==> config.mk <==
export PLATFORM = sky130hd
export DESIGN_NAME = quad_uart_irq_ready_outputs
export DESIGN_NICKNAME = d
export VERILOG_FILES = /design/src/verilog/fifo_ready_flag.v /design/src/verilog/irq_pin_gate.v /design/src/verilog/quad_uart_irq_ready_outputs.v
export VERILOG_INCLUDE_DIRS = /design/src /design/src/verilog
export SDC_FILE = /design/constraint.sdc
export NUM_CORES = 1
export LEC_CHECK = 0
export BUFFER_PORTS_ARGS = -buffer_cell sky130_fd_sc_hd__buf_2
export CAP_MARGIN = 0
export CORE_MARGIN = 2
export CORE_UTILIZATION = 49
export CTS_CLUSTER_SIZE = 25
export DETAILED_ROUTE_END_ITERATION = 10
export PLACE_DENSITY = 0.79
export SYNTH_ARGS = -nofsm -noshare
export SYNTH_HDL_FRONTEND = slang
export SYNTH_SLANG_ARGS = --single-unit
==> constraint.sdc <==
create_clock -name clk -period 5.57 [get_ports clk]
set_input_delay 0.557 -clock clk [delete_from_list [all_inputs] [get_ports clk]]
set_output_delay 0.557 -clock clk [all_outputs]
set_load 0.05 [all_outputs]
==> src/verilog/quad_irq_defs.vh <==
/*
  Shared constants of the quad UART interrupt and ready pin block: register byte offsets,
  field positions, reset values and trigger level figures.
  Assumes inclusion by bare name from the design files; definitions only.
*/
`ifndef QUAD_IRQ_DEFS_VH
`define QUAD_IRQ_DEFS_VH

// Register byte offsets, one 32-bit word each
`define OFS_MODEM_CTRL0   8'h00
`define OFS_FIFO_CTRL0    8'h10
`define OFS_PIN_STATUS    8'h20
`define OFS_EVT_STATUS    8'h24
`define OFS_EVT_CLEAR     8'h28
`define OFS_EVT_ENABLE    8'h2C

// Modem control field
`define MCR_IRQ_EN_BIT    3
`define MCR_RESET         8'h00

// FIFO control fields
`define FCR_FIFO_EN_BIT   0
`define FCR_DMA_MODE_BIT  3
`define FCR_TX_TRIG_LO    4
`define FCR_RX_TRIG_LO    6
`define FCR_RESET         8'h00

// Trigger level figures, selected by a two-bit field
`define TX_TRIG_0         7'h08
`define TX_TRIG_1         7'h10
`define TX_TRIG_2         7'h20
`define TX_TRIG_3         7'h38
`define RX_TRIG_0         7'h08
`define RX_TRIG_1         7'h10
`define RX_TRIG_2         7'h38
`define RX_TRIG_3         7'h3C

// Event register layout
`define EVT_WIDTH         8
`define EVT_RESET         8'h00

`endif

==> src/verilog/fifo_ready_flag.v <==
/*
  One channel's active-low transmit-ready and receive-ready flags, derived from FIFO fill
  levels, trigger levels and the single or multi transfer mode.
  Assumes fill levels and timeout come synchronously from the channel's FIFO logic.
*/
`timescale 1ns/1ps
module fifo_ready_flag #(
  parameter DEPTH = 64,
  parameter LW    = 7
) (
  // Clock and reset
  input  wire          clk,
  input  wire          resetn,
  // Channel configuration
  input  wire          fifoEnable,
  input  wire          dmaMode,
  input  wire [LW-1:0] txTrigger,
  input  wire [LW-1:0] rxTrigger,
  // Channel state
  input  wire [LW-1:0] txLevel,
  input  wire [LW-1:0] rxLevel,
  input  wire          rxTimeout,
  // Ready flags
  output reg           txReadyN,
  output reg           rxReadyN
);

  localparam [LW-1:0] FULL = DEPTH;

  wire multi = fifoEnable & dmaMode;
  reg  next_txReadyN;
  reg  next_rxReadyN;

  always @* begin
    next_txReadyN = txReadyN;
    next_rxReadyN = rxReadyN;
    if (!multi) begin
      // Single transfer: ready while the holding side is empty or holds data
      next_txReadyN = (txLevel != {LW{1'b0}});
      next_rxReadyN = (rxLevel == {LW{1'b0}});
    end else begin
      // Multi transfer keeps hysteresis so the host drains or fills in bursts
      if (txLevel == FULL)
        next_txReadyN = 1'b1;
      else if ((FULL - txLevel) >= txTrigger)
        next_txReadyN = 1'b0;
      if (rxLevel == {LW{1'b0}})
        next_rxReadyN = 1'b1;
      else if (rxLevel >= rxTrigger || rxTimeout)
        next_rxReadyN = 1'b0;
    end
  end

  always @(posedge clk or negedge resetn) begin
    if (!resetn) begin
      txReadyN <= 1'b1;
      rxReadyN <= 1'b1;
    end else begin
      txReadyN <= next_txReadyN;
      rxReadyN <= next_rxReadyN;
    end
  end

endmodule

==> src/verilog/irq_pin_gate.v <==
/*
  One interrupt pin: enable gating by bus style, always-on select and the modem control
  enable bit, with tri-state or open-drain drive as two separate signals.
  Assumes a pad or testbench resolves the wire level from out and oe.
*/
`timescale 1ns/1ps
module irq_pin_gate #(
  parameter IS_CHAN_A = 0
) (
  // Clock and reset
  input  wire clk,
  input  wire resetn,
  // Controls
  input  wire strobeBus,
  input  wire alwaysOn,
  input  wire irqEnable,
  input  wire irqPending,
  input  wire deviceIrq,
  // Pin
  output reg  pinOut,
  output reg  pinOe
);

  reg next_pinOut;
  reg next_pinOe;

  always @* begin
    if (strobeBus) begin
      next_pinOe  = alwaysOn | irqEnable;
      next_pinOut = irqPending;
    end else if (IS_CHAN_A != 0) begin
      // Open drain: only ever pulls low
      next_pinOe  = deviceIrq;
      next_pinOut = 1'b0;
    end else begin
      next_pinOe  = 1'b1;
      next_pinOut = 1'b0;
    end
  end

  // Reset leaves the pin released, matching a cleared enable bit
  always @(posedge clk or negedge resetn) begin
    if (!resetn) begin
      pinOut <= 1'b0;
      pinOe  <= 1'b0;
    end else begin
      pinOut <= next_pinOut;
      pinOe  <= next_pinOe;
    end
  end

endmodule

==> src/verilog/quad_uart_irq_ready_outputs.v <==
/*
  Interrupt and FIFO-ready output pins of a four-channel UART, with per-channel modem and
  FIFO control registers, pin status readback and an event interrupt, on a classic
  Wishbone slave.
  Assumes all inputs are synchronous to clk and that the channel cores supply pending
  interrupts, FIFO fill levels and receive timeouts.
*/
// Contract
// - In strobe style the channel A interrupt pin is driven when its enable bit is one.
// - In strobe style with a low always-on select and the enable bit at its reset value zero the channel A pin floats.
// - In read/write-line style channel A carries one shared active-low open-drain interrupt.
// - In strobe style with a low always-on select pins B, C and D are driven or floated by their own enable bits.
// - In read/write-line style pins B, C and D are driven steadily low.
// - A high always-on select in strobe style enables every interrupt pin regardless of the bit.
// - A low always-on select in strobe style leaves each pin to its enable bit, one meaning driven.
// - Without the select pin, the device acts as if it were tied high in one build, low in the other.
// - Each channel has an active-low transmit-ready output from its transmit FIFO state.
// - Each channel has an active-low receive-ready output from its receive FIFO state.
// - The combined transmit-ready output is the AND of the four channel flags.
// - The combined receive-ready output is the AND of the four channel flags.
`timescale 1ns/1ps
`include "quad_irq_defs.vh"
module quad_uart_irq_ready_outputs #(
  parameter SEL_PIN_PRESENT = 1,
  parameter SEL_TIED_LEVEL  = 0,
  parameter DEPTH           = 64,
  parameter LW              = 7
) (
  // Clock and reset
  input  wire           clk,
  input  wire           resetn,
  // Wishbone slave
  input  wire           wb_cyc_i,
  input  wire           wb_stb_i,
  input  wire           wb_we_i,
  input  wire [7:0]     wb_adr_i,
  input  wire [3:0]     wb_sel_i,
  input  wire [31:0]    wb_dat_i,
  output reg  [31:0]    wb_dat_o,
  output reg            wb_ack_o,
  // Mode pins
  input  wire           busStyleStrobe,
  input  wire           irqAlwaysOnSelect,
  // Channel cores, channel A in bit 0
  input  wire [3:0]     chanIrqPending,
  input  wire [4*LW-1:0] txLevel,
  input  wire [4*LW-1:0] rxLevel,
  input  wire [3:0]     rxTimeout,
  // Interrupt pins
  output wire           chanAIrqOut,
  output wire           chanAIrqOe,
  output wire           chanBIrqOut,
  output wire           chanBIrqOe,
  output wire           chanCIrqOut,
  output wire           chanCIrqOe,
  output wire           chanDIrqOut,
  output wire           chanDIrqOe,
  // Ready pins
  output wire           chanATxReadyN,
  output wire           chanBTxReadyN,
  output wire           chanCTxReadyN,
  output wire           chanDTxReadyN,
  output wire           chanARxReadyN,
  output wire           chanBRxReadyN,
  output wire           chanCRxReadyN,
  output wire           chanDRxReadyN,
  output wire           anyTxReadyN,
  output wire           anyRxReadyN,
  // Event interrupt
  output wire           irq
);

  reg  [7:0] modemControlReg [0:3];
  reg  [7:0] fifoControl     [0:3];
  reg  [`EVT_WIDTH-1:0] evtStatus;
  reg  [`EVT_WIDTH-1:0] evtEnable;
  reg  [3:0] txReadyPrev;
  reg  [3:0] rxReadyPrev;
  wire [3:0] txReadyN;
  wire [3:0] rxReadyN;
  wire [3:0] pinOut;
  wire [3:0] pinOe;
  wire [3:0] irqEnable;

  function [LW-1:0] txTrigOf;
    input [1:0] code;
    begin
      case (code)
        2'h0:    txTrigOf = `TX_TRIG_0;
        2'h1:    txTrigOf = `TX_TRIG_1;
        2'h2:    txTrigOf = `TX_TRIG_2;
        default: txTrigOf = `TX_TRIG_3;
      endcase
    end
  endfunction

  function [LW-1:0] rxTrigOf;
    input [1:0] code;
    begin
      case (code)
        2'h0:    rxTrigOf = `RX_TRIG_0;
        2'h1:    rxTrigOf = `RX_TRIG_1;
        2'h2:    rxTrigOf = `RX_TRIG_2;
        default: rxTrigOf = `RX_TRIG_3;
      endcase
    end
  endfunction

  // Builds without the select pin ignore it and use the bonded level
  wire selLevel  = (SEL_PIN_PRESENT != 0) ? irqAlwaysOnSelect : (SEL_TIED_LEVEL != 0);
  // Honoured only in strobe style; the host keeps it low otherwise
  wire alwaysOn  = busStyleStrobe & selLevel;
  // Shared device interrupt for the read/write-line style
  wire deviceIrq = |(chanIrqPending & irqEnable);

  genvar ch;
  generate
    for (ch = 0; ch < 4; ch = ch + 1) begin : gChan
      assign irqEnable[ch] = modemControlReg[ch][`MCR_IRQ_EN_BIT];

      irq_pin_gate #(
        .IS_CHAN_A (ch == 0)
      ) uGate (
        .clk        (clk),
        .resetn     (resetn),
        .strobeBus  (busStyleStrobe),
        .alwaysOn   (alwaysOn),
        .irqEnable  (irqEnable[ch]),
        .irqPending (chanIrqPending[ch]),
        .deviceIrq  (deviceIrq),
        .pinOut     (pinOut[ch]),
        .pinOe      (pinOe[ch])
      );

      fifo_ready_flag #(
        .DEPTH (DEPTH),
        .LW    (LW)
      ) uReady (
        .clk        (clk),
        .resetn     (resetn),
        .fifoEnable (fifoControl[ch][`FCR_FIFO_EN_BIT]),
        .dmaMode    (fifoControl[ch][`FCR_DMA_MODE_BIT]),
        .txTrigger  (txTrigOf(fifoControl[ch][`FCR_TX_TRIG_LO+1:`FCR_TX_TRIG_LO])),
        .rxTrigger  (rxTrigOf(fifoControl[ch][`FCR_RX_TRIG_LO+1:`FCR_RX_TRIG_LO])),
        .txLevel    (txLevel[ch*LW +: LW]),
        .rxLevel    (rxLevel[ch*LW +: LW]),
        .rxTimeout  (rxTimeout[ch]),
        .txReadyN   (txReadyN[ch]),
        .rxReadyN   (rxReadyN[ch])
      );
    end
  endgenerate

  assign chanAIrqOut = pinOut[0];
  assign chanAIrqOe  = pinOe[0];
  assign chanBIrqOut = pinOut[1];
  assign chanBIrqOe  = pinOe[1];
  assign chanCIrqOut = pinOut[2];
  assign chanCIrqOe  = pinOe[2];
  assign chanDIrqOut = pinOut[3];
  assign chanDIrqOe  = pinOe[3];

  assign chanATxReadyN = txReadyN[0];
  assign chanBTxReadyN = txReadyN[1];
  assign chanCTxReadyN = txReadyN[2];
  assign chanDTxReadyN = txReadyN[3];
  assign chanARxReadyN = rxReadyN[0];
  assign chanBRxReadyN = rxReadyN[1];
  assign chanCRxReadyN = rxReadyN[2];
  assign chanDRxReadyN = rxReadyN[3];
  // Gates of flop outputs only, so no glitch path from the FIFOs
  assign anyTxReadyN = &txReadyN;
  assign anyRxReadyN = &rxReadyN;

  // Wishbone decode: one wait state, ack drops the cycle after it rises
  wire       req     = wb_cyc_i & wb_stb_i & ~wb_ack_o;
  wire       wrLow   = req & wb_we_i & wb_sel_i[0];
  wire [1:0] chIdx   = wb_adr_i[3:2];
  wire       hitMcr  = (wb_adr_i[7:4] == `OFS_MODEM_CTRL0 >> 4) & (wb_adr_i[1:0] == 2'h0);
  wire       hitFcr  = (wb_adr_i[7:4] == `OFS_FIFO_CTRL0 >> 4) & (wb_adr_i[1:0] == 2'h0);
  wire       wrClear = wrLow & (wb_adr_i == `OFS_EVT_CLEAR);

  // Ready flags turning active are the events
  wire [`EVT_WIDTH-1:0] evtSet = {txReadyPrev & ~txReadyN, rxReadyPrev & ~rxReadyN};
  wire [`EVT_WIDTH-1:0] evtClr = wrClear ? wb_dat_i[`EVT_WIDTH-1:0] : {`EVT_WIDTH{1'b0}};

  assign irq = |(evtStatus & evtEnable);

  reg [31:0] rdData;
  always @* begin
    rdData = 32'h0000_0000;
    if (hitMcr)
      rdData[7:0] = modemControlReg[chIdx];
    else if (hitFcr)
      rdData[7:0] = fifoControl[chIdx];
    else if (wb_adr_i == `OFS_PIN_STATUS)
      rdData[15:0] = {anyRxReadyN, anyTxReadyN, 2'h0, pinOe, rxReadyN, txReadyN};
    else if (wb_adr_i == `OFS_EVT_STATUS)
      rdData[`EVT_WIDTH-1:0] = evtStatus;
    else if (wb_adr_i == `OFS_EVT_ENABLE)
      rdData[`EVT_WIDTH-1:0] = evtEnable;
  end

  integer i;
  always @(posedge clk or negedge resetn) begin
    if (!resetn) begin
      for (i = 0; i < 4; i = i + 1) begin
        modemControlReg[i] <= `MCR_RESET;
        fifoControl[i]     <= `FCR_RESET;
      end
      evtStatus   <= `EVT_RESET;
      evtEnable   <= `EVT_RESET;
      txReadyPrev <= 4'hF;
      rxReadyPrev <= 4'hF;
      wb_ack_o    <= 1'b0;
      wb_dat_o    <= 32'h0000_0000;
    end else begin
      wb_ack_o    <= req;
      txReadyPrev <= txReadyN;
      rxReadyPrev <= rxReadyN;
      if (req)
        wb_dat_o <= wb_we_i ? 32'h0000_0000 : rdData;
      if (wrLow & hitMcr)
        modemControlReg[chIdx] <= wb_dat_i[7:0];
      if (wrLow & hitFcr)
        fifoControl[chIdx] <= wb_dat_i[7:0];
      if (wrLow & (wb_adr_i == `OFS_EVT_ENABLE))
        evtEnable <= wb_dat_i[`EVT_WIDTH-1:0];
      // A new event beats a clear in the same cycle
      evtStatus <= (evtStatus & ~evtClr) | evtSet;
    end
  end

endmodule
Yosys cells after proc, flatten, opt, wreduce, memory -nomap -nowiden
Index checks and enable logic that the tools add are counted. W data, S select, Z words.

Register bits after elaboration: 137. Input port bits: 115. Logic and storage cells: 194.

Add/sub/neg operators: 4. Order comparisons: 10. Equality and inequality tests: 33. Multiplexer cells: 60. Bitwise gates (word level): 30. Reductions and logical operators: 27.

Operators with widths (count): $pmux W6 S3 (8); $mux W8 (14); $bwmux W32 (2); $ge A7 B6 Y1 (8); $bmux W8 S2 (2); $eq A8 B6 Y1 const B (4); $mux W1 (32); $eq A7 B7 Y1 const B (4); $logic_not A7 Y1 (4); $reduce_bool A7 Y1 (4); $sub A7 B7 Y7 const A (4); $ne A3 B3 Y1 const B (8); $logic_not A2 Y1 (9); $and A8 B8 Y8 (2); $demux W8 S2 (1); $eq A2 B1 Y1 const B (8); $eq A2 B2 Y1 const B (8); $mux W16 (1); $and A1 B1 Y1 (15); $and A4 B4 Y4 (3); $not A4 Y4 (2); $not A8 Y8 (1); $or A8 B8 Y8 (1); $reduce_and A4 Y1 (2); 11 further kinds (17).

Logic depth before layout (Yosys ltp)
Gate-level depths: netlist of the first run.

Depth in word-level cells: 9. Mapped depth: 8.

Cells and area by module
From an unflattened synthesis of the first run, not the netlist that was laid out.

Cells, all modules: 716. Area, all modules: 7683.6 um2.

By module, submodules not included: quad_uart_irq_ready_outputs (times used 1, cells an instance 429, area each 5301.3 um2, seq. area each 2587.5 um2); fifo_ready_flag at gChan[0].uReady ... (times used 3, cells an instance 67, area each 529.3 um2, seq. area each 52.6 um2); fifo_ready_flag at gChan[2].uReady (times used 1, cells an instance 68, area each 529.3 um2, seq. area each 52.6 um2); irq_pin_gate at gChan[1].uGate ... (times used 3, cells an instance 4, area each 65.1 um2, seq. area each 50.0 um2); irq_pin_gate at gChan[0].uGate (times used 1, cells an instance 6, area each 70.1 um2, seq. area each 50.0 um2).

Least setup slack after synthesis of the first run
OpenSTA, ideal clock, no wires.

Path kind: register to output. From: register gChan[2].uReady.txReadyN. To: output port anyTxReadyN. Arrival time: 2.432 ns. Required time: 5.013 ns. Slack: 2.581 ns. Cell stages (with the launch flop): 3. Cells stage by stage: dfstp_2 inv_1 nor4_1.

Word-level cells in the longest chain between the ends: 1.

RTL lines: from (decl) (line fifo_ready_flag.v:24) `output reg txReadyN,`; from (signal assigned) (line fifo_ready_flag.v:59) `txReadyN <= next_txReadyN;`; $reduce_and A4 Y1 (line quad_uart_irq_ready_outputs.v:172) `assign anyTxReadyN = &txReadyN;`; to (decl) (line quad_uart_irq_ready_outputs.v:67) `output wire anyTxReadyN,`.

No other way between the ends.

Final worst setup path of the first run
From: register wb_ack_o. To: register fifoControl[1] in the netlist's numbering.

Word-level cells in the longest chain between the ends: 5.

RTL lines: from (decl) (line quad_uart_irq_ready_outputs.v:40) `output reg wb_ack_o,`; from (signal assigned) (line quad_uart_irq_ready_outputs.v:218) `wb_ack_o <= req;`; $not A1 Y1 (line quad_uart_irq_ready_outputs.v:176) `wire req = wb_cyc_i & wb_stb_i & ~wb_ack_o;`; $and A1 B1 Y1 (line quad_uart_irq_ready_outputs.v:176); via req (line quad_uart_irq_ready_outputs.v:176); $and A1 B1 Y1 (2 in series) (line quad_uart_irq_ready_outputs.v:177) `wire wrLow = req & wb_we_i & wb_sel_i[0];`; $and A1 B1 Y1 (line quad_uart_irq_ready_outputs.v:225) `if (wrLow & hitFcr)`; to (signal, indexed assignment) (line quad_uart_irq_ready_outputs.v:209) `` fifoControl[i] <= `FCR_RESET; ``; to (signal, indexed assignment) (line quad_uart_irq_ready_outputs.v:226) `fifoControl[chIdx] <= wb_dat_i[7:0];`; to (decl) (line quad_uart_irq_ready_outputs.v:74) `reg [7:0] fifoControl [0:3];`.

The timed path passes the listed nets, and every way through them passes these cells. A chain may end at the register's enable or synchronous reset.

==> results of run 1 <==
worst max-delay path, stage by stage (launching register included):
cell and delay, ns:
dfrtp_1 0.37, nand3b_1 0.61, inv_1 0.33, nand4_1 0.21
nor3_1 1.03, mux2_2 0.43
layout by cell type (no fill, tap or decap), types with 4 or more instances in the layout:
cell / netlist / layout
buf_2: 11 / 120
dfrtp_1: 103 / 103
mux2_2: 84 / 84
ha_1: 40 / 40
inv_1: 35 / 35
nor2_1: 31 / 31
nand2_1: 19 / 19
conb_1: 1 / 18
nand2b_1: 17 / 17
clkbuf_16: 0 / 17
o22ai_1: 16 / 16
dfstp_2: 16 / 16
a22o_1: 14 / 14
a21oi_1: 13 / 13
a22oi_1: 13 / 13
o21ai_0: 11 / 11
and2_1: 10 / 10
mux4_2: 8 / 8
a32o_1: 8 / 8
nor2b_1: 7 / 7
clkinv_2: 0 / 7
nor3_1: 6 / 6
xnor2_1: 6 / 6
nand3_1: 5 / 5
or3_1: 4 / 4
or4_1: 4 / 4
o31ai_1: 4 / 4
a2111oi_0: 4 / 4
o41ai_1: 4 / 4
a21o_1: 4 / 4
a2111o_1: 4 / 4
a41oi_1: 4 / 4
metrics by stage:
| stage | worst slack, ns | total power, mW | hold slack, ns | std cells | area, µm² |
|---|---|---|---|---|---|
| 2_1_floorplan | 2.581 | 1.055 | 0.2614 | 581 | 6634 |
| 3_3_place_gp | 2.454 | 1.121 | 0.3818 | 838 | 7212 |
| 3_5_place_dp | 2.298 | 1.131 | 0.3834 | 838 | 7212 |
| 4_1_cts | 2.496 | 2.136 | 0.2468 | 870 | 7756 |
| 5_1_grt | 2.229 | 2.198 | 0.2827 | 870 | 7756 |
| 6_report | 2.470 | 2.129 | 0.2105 | 870 | 7756 |
cells in the mapped netlist (5+ instances only):
library cell,count
a22oi_1,13
nor2_1,31
nor2b_1,7
nand2b_1,17
dfrtp_1,103
mux2_2,84
a32o_1,8
nand2_1,19
ha_1,40
buf_2,11
mux4_2,8
clkbuf_1,7
nor3_1,6
o22ai_1,16
dfstp_2,16
buf_4,20
inv_1,35
a21oi_1,13
nand3_1,5
a22o_1,14
and2_1,10
xnor2_1,6
o21ai_0,11
path summary, 6_finish.rpt:
check	end	slack (ns)	cells after the start
min reg2reg	rxReadyPrev[2]$_DFF_PN1_	0.39	0
min	gChan[1].uGate.pinOut$_DFF_PN0_	0.21	1
max in group asynchronous	fifoControl[12]$_DFFE_PN0P_	4.14	2
max	fifoControl[1]$_DFFE_PN0P_	2.47	5
max reg2reg	fifoControl[1]$_DFFE_PN0P_	2.47	5
min in group clk	gChan[3].uReady.rxReadyN$_DFFE_PN1P_	0.30	2
metal layers:
layer | GRT usage, % | vias to the layer above | wire (µm)
met2 | 39.64 | 222 | 8022
met3 | 3.565 | 31 | 1082
met5 | 0 | - | 0
met1 | 29.83 | 2488 | 6662
li1 | - | 2251 | -
met4 | 9.779 | 0 | 443
power groups by stage:
stage               Combinational (mW)  Clock (mW)  Sequential (mW)
floorplan                        0.128           0            0.927
global placement                 0.207           0            0.914
detailed placement               0.217           0            0.914
CTS                              0.218        1.02            0.901
global route                     0.237        1.06            0.903
finish                           0.218        1.01            0.901
kinds of logic (layout without fill, tap and decap cells):
group / Yosys count / in the layout / synth area share (%)
and+or+nand+nor: 122 / 122 / 10.44
DFF: 119 / 119 / 45.63
AOI/OAI and AO/OA: 103 / 103 / 11.62
muxes: 95 / 95 / 17.65
buffers and inverters: 76 / 189 / 5.923
adders and majority gates: 40 / 40 / 7.618
xor gates and xnor gates: 8 / 8 / 1.067
other: 1 / 18 / 0.05708
state kept, by name (all words and copies together) (netlist names), 8 cells and up:
register and flops:
modemControlReg 28, evtStatus 8, fifoControl 32, wb_dat_o 14, evtEnable 8
layout make-up:
cell class | count | area (µm²) | share of cell area [%]
Multi-Input combinational cell | 386 | 3247 | 41.86
Inverter | 35 | 131.4 | 1.694
Tap cell | 176 | 220.2 | 2.839
Timing Repair Buffer | 122 | 615.6 | 7.937
Clock inverter | 10 | 80.08 | 1.032
Sequential cell | 119 | 2998 | 38.65
Clock buffer | 22 | 464.2 | 5.985
==> flow_metrics.env, run 1 <==
export IMPL_rr_startpoint="wb_ack_o$_DFF_PN0_"
export IMPL_routed_wl_um=16210
export IMPL_cts_root_buffer="clkbuf_16"
export IMPL_ctsHtreeMaxLevel=4
export IMPL_chipWidth_um=119.8
export IMPL_yosysSeqAreaShare_pct=45.63
export IMPL_hold_buffers=0
export IMPL_grt_max_degree=62
export IMPL_outcome="finished, final reports clean"
export IMPL_layout_drive_gt1_share_pct=39.19
export IMPL_drv_slew=0
export IMPL_dr_pass1_iters=5
export IMPL_synth_area_um2=6570
export IMPL_yosysUniqueCellTypes=49
export IMPL_insertion_delay_ns=0.42
export IMPL_cts_tree="built"
export IMPL_ant_nets=0
export IMPL_end_kind="flop"
export IMPL_grt_pass1_wl_um=25870
export IMPL_ctsResizeCount=0
export IMPL_cp_required_ns=5.87
export IMPL_drc=0
export IMPL_leakagePower_nw=3.866
export IMPL_grt_pass1_vias=5123
export IMPL_diodes=0
export IMPL_fp_dieH_um=119.8
export IMPL_powerDensity_nw_per_um2=274.4
export IMPL_critPathArrivalTime_ns=3.40
export IMPL_synth_edf_count=0
export IMPL_path_max_fanout=17
export IMPL_nFillCells=1022
export IMPL_finalSetupTns_ns=0
export IMPL_timing_max_cap_violations=0
export IMPL_post_cts_buffers=0
export IMPL_track_usage_pct=23.34
export IMPL_vias_per_cell=5.738
export IMPL_start_util_pct=49.81
export IMPL_p_sw_mw=0.5372
export IMPL_cts_buffer_depth=2
export IMPL_p_int_mw=1.591
export IMPL_max_freq_ghz=0.3226
export IMPL_pin_count=167
export IMPL_grt_antenna_before_repair=0
export IMPL_gr_total_overflow=0
export IMPL_ys_flop_type="dfrtp_1"
export IMPL_slew_headroom_pct=19.67
export IMPL_clock_skew_ns=0.007351
export IMPL_fin_util_pct=58.80
export IMPL_tightestPinTransition_ns=1.196
export IMPL_startpoint_type="flop"
export IMPL_cts_buffers=17
export IMPL_fin_nets=836
export IMPL_p_sw_share_pct=25.24
export IMPL_ir_drop_mv=0.2233
export IMPL_synth_top_area_share_pct=39.23
export IMPL_synth_area_per_cell_um2=11.65
export IMPL_p_clk_share_pct=47.4
export IMPL_hold_path_class="in2async"
export IMPL_post_route_period_util_pct=55.65
export IMPL_first_iter_violations=380
export IMPL_finalSetupViolCount=0
export IMPL_core_area_um2=13190
export IMPL_cp_startpoint="wb_ack_o$_DFF_PN0_"
export IMPL_p_comb_share_pct=10.3
export IMPL_finalHoldViolCount=0
export IMPL_synth_area_leaders="dfrtp_1 (39%), mux2_2 (14%), ha_1 (7.6%)"
export IMPL_gp_congestion=0.8356
export IMPL_rows=42
export IMPL_ys_warn_count=0
export IMPL_synthCells=564
export IMPL_yosysTopAreaCell="dfrtp_1"
export IMPL_clkSinkCount=119
export IMPL_post_drt_wl_per_cell_um=18.63
export IMPL_synth_async_reset_ratio_pct=100.0
export IMPL_vias=4992
export IMPL_dieArea_um2=14350
export IMPL_post_dp_hpwl_um=11740
export IMPL_path_class="reg2reg"
export IMPL_rsz0062_at_grt="false"
export IMPL_port_buffers=121
export IMPL_final_min_clock_period_ns=3.100
export IMPL_area_delta_synth_final_pct=18.05
export IMPL_ys_ff_latch=119
export IMPL_cts_clk_slew_worst_paths_ns=0.05
export IMPL_seqPwrFrac_pct=42.3
No activity file was read; power rests on OpenSTA's default activity.
==> run 2, diff against run 1 <==
--- a/config.mk
+++ b/config.mk
@@ -6,13 +6,14 @@
 export SDC_FILE = /design/constraint.sdc
 export NUM_CORES = 1
 export LEC_CHECK = 0
+export ABC_AREA = 1
 export BUFFER_PORTS_ARGS = -buffer_cell sky130_fd_sc_hd__buf_2
 export CAP_MARGIN = 0
 export CORE_MARGIN = 2
 export CORE_UTILIZATION = 49
 export CTS_CLUSTER_SIZE = 25
 export DETAILED_ROUTE_END_ITERATION = 10
-export PLACE_DENSITY = 0.79
+export PLACE_DENSITY = 0.78
 export SYNTH_ARGS = -nofsm -noshare
 export SYNTH_HDL_FRONTEND = slang
 export SYNTH_SLANG_ARGS = --single-unit
==> constraint.sdc (replaced) <==
create_clock -name clk -period 3.13 [get_ports clk]
set_input_delay 0.313 -clock clk [delete_from_list [all_inputs] [get_ports clk]]
set_output_delay 0.313 -clock clk [all_outputs]
set_load 0.05 [all_outputs]
==> flow_metrics.env, run 2 <==
export IMPL_outcome="finished, final reports clean"
export IMPL_synth_async_reset_ratio_pct=100.0
export IMPL_cp_required_ns=2.82
export IMPL_cts_tree="built"
export IMPL_yosysUniqueCellTypes=33
export IMPL_pin_count=167
export IMPL_synth_area_leaders="dfrtp_1 (35%), nand2_1 (15%), ha_1 (6.9%)"
export IMPL_fp_dieH_um=125.7
export IMPL_layout_setup_ws_ns=1.227
export IMPL_worstPathCellList="nand4_1, inv_1, buf_2"
export IMPL_port_buffers=121
export IMPL_ir_drop_mv=0.3422
export IMPL_post_dp_hpwl_um=12570
export IMPL_rows=44
export IMPL_leakagePower_nw=4.366
export IMPL_grt_antenna_before_repair=2
export IMPL_synth_edf_count=0
export IMPL_final_min_clock_period_ns=1.903
export IMPL_dr_pass1_iters=5
export IMPL_timing_max_cap_violations=0
export IMPL_top_register="fifoControl"
export IMPL_end_kind="output pin"
export IMPL_first_iter_violations=547
export IMPL_ant_nets=0
export IMPL_layout_cells_most_common="nand2_1"
export IMPL_ys_warn_count=0
export IMPL_gr_total_overflow=0
export IMPL_largest_reg_flops=32
export IMPL_tightestPinTransition_ns=0.7770
export IMPL_insertion_delay_ns=0.42
export IMPL_post_cts_buffers=0
export IMPL_slew_headroom_pct=48.20
export IMPL_ys_flop_type="dfrtp_1"
export IMPL_post_route_period_util_pct=60.80
export IMPL_synth_top_area_share_pct=35.49
export IMPL_routed_wl_um=17470
export IMPL_hold_ws_ns=0.1057
export IMPL_synth_most_common_cell="nand2_1"
export IMPL_powerDensity_nw_per_um2=481.2
export IMPL_cts_buffer_depth=2
export IMPL_layout_drive_gt1_share_pct=23.54
export IMPL_dieArea_um2=15810
export IMPL_finalSetupViolCount=0
export IMPL_vias_per_cell=5.068
export IMPL_start_util_pct=49.97
export IMPL_cts_buffers=17
export IMPL_ctsHtreeMaxLevel=4
export IMPL_cts_root_buffer="clkbuf_16"
export IMPL_critPathArrivalTime_ns=1.59
export IMPL_hold_path_class="in2reg"
export IMPL_grt_pass1_wl_um=29100
export IMPL_grt_pass1_vias=5997
export IMPL_area_delta_synth_final_pct=16.88
export IMPL_grt_max_degree=58
export IMPL_path_class="reg2out"
export IMPL_crit_path_top_delay_cell="dfstp_2"
export IMPL_cts_clk_slew_worst_paths_ns=0.05
export IMPL_chipWidth_um=125.7
export IMPL_ys_ff_latch=119
export IMPL_rsz0062_at_grt="false"
export IMPL_track_usage_pct=23.13
export IMPL_p_total_mw=4.085
export IMPL_layout_common_cells="nand2_1 (294), buf_2 (120), inv_1 (114)"
export IMPL_startpoint_type="flop"
export IMPL_synth_area_per_cell_um2=7.980
export IMPL_yosysTopAreaCell="dfrtp_1"
export IMPL_yosysSeqAreaShare_pct=41.28
export IMPL_synth_area_um2=7262
export IMPL_finalHoldViolCount=0
export IMPL_gp_congestion=0.8877
export IMPL_drv_slew=0
export IMPL_drc=0
export IMPL_place_ws_ns=1.092
export IMPL_fin_nets=1187
export IMPL_post_drt_wl_per_cell_um=14.20
export IMPL_finalSetupTns_ns=0
export IMPL_synthCells=910
export IMPL_max_freq_ghz=0.5255
export IMPL_reg_top3="fifoControl: 32 flops, modemControlReg: 28 flops, wb_dat_o: 14 flops"
export IMPL_path_max_fanout=4
export IMPL_core_area_um2=14530
export IMPL_clkSinkCount=119
export IMPL_clock_skew_ns=0.01301
export IMPL_vias=6234
export IMPL_cpPeakStageDelay_ns=0.59
export IMPL_ys_top_cells_by_count="nand2_1 (294), inv_1 (114), dfrtp_1 (103), nor2_1 (71), o21ai_1 (56)"
-- run 2: worst paths after layout --
kind	from	to	slack [ns]	cells past startpoint
min	rxTimeout[0]	gChan[0].uReady.rxReadyN$_DFFE_PN1P_	0.11	4
min in group asynchronous	resetn	wb_dat_o[9]$_DFFE_PN0N_	0.51	2
max in group asynchronous	resetn	gChan[0].uReady.rxReadyN$_DFFE_PN1P_	1.76	3
min reg2reg	gChan[2].uReady.rxReadyN$_DFFE_PN1P_	rxReadyPrev[2]$_DFF_PN1_	0.40	0
max reg2reg	wb_ack_o$_DFF_PN0_	evtEnable[0]$_DFFE_PN0P_	1.42	6
max	gChan[0].uReady.txReadyN$_DFFE_PN1P_	anyTxReadyN	1.23	3
-- run 2: critical path, delay by kind of cell, from the launching register on --
kind | cells | cell delay (ns)
and+or+nand+nor | 1 | 0.23
buffers and inverters | 2 | 0.35
DFF | 1 | 0.59
-- run 2: logic make-up (layout without fill, tap and decap cells) --
family / Yosys count / count (layout) / share of synthesized area [%]
flip-flops: 119 / 119 / 41.28
XOR/XNOR: 8 / 8 / 0.9648
other: 1 / 19 / 0.05164
AND/OR/NAND/NOR: 455 / 455 / 29.12
AO/OA/AOI/OAI: 124 / 124 / 10.25
adder cells (fa/ha/maj): 40 / 40 / 6.892
buffers and inverters: 163 / 281 / 11.44
-- run 2: timing repair --
action,CTS,global route
gates resized for setup,0,0
hold buffers,1,0
endpoints found under the hold margin,44,0
-- run 2: through the flow --
step | utilization, % | instances | area, µm²
floorplan | - | 927 | 7326
global placement | 53.90 | 1196 | 7834
detailed placement | 53.90 | 1196 | 7834
CTS | 58.39 | 1229 | 8486
global route | 58.40 | 1230 | 8488
finish | 58.40 | 1230 | 8488
-- run 2: per-layer routing --
layer | global-route usage (%) | wire [µm]
met3 | 5.268 | 1268
met2 | 37.52 | 8276
met1 | 30.55 | 7493
met4 | 8.533 | 423
met5 | 0 | 11
-- run 2: area by class of cell --
class / instances / area [µm²]
Clock inverter: 11 / 171.4
Fill cell: 1300 / 6046
Clock buffer: 21 / 470.5
Tap cell: 184 / 230.2
Antenna cell: 1 / 2.502
Timing Repair Buffer: 125 / 640.6
Sequential cell: 119 / 2998
Inverter: 124 / 478.0
Multi-Input combinational cell: 645 / 3497
-- run 2: where the power goes --
group / leakage (nW) / internal [mW] / switching, mW
sequential: 1.55 / 1.56 / 0.0111
combinational: 2.52 / 0.118 / 0.307
clock: 0.298 / 1.39 / 0.697
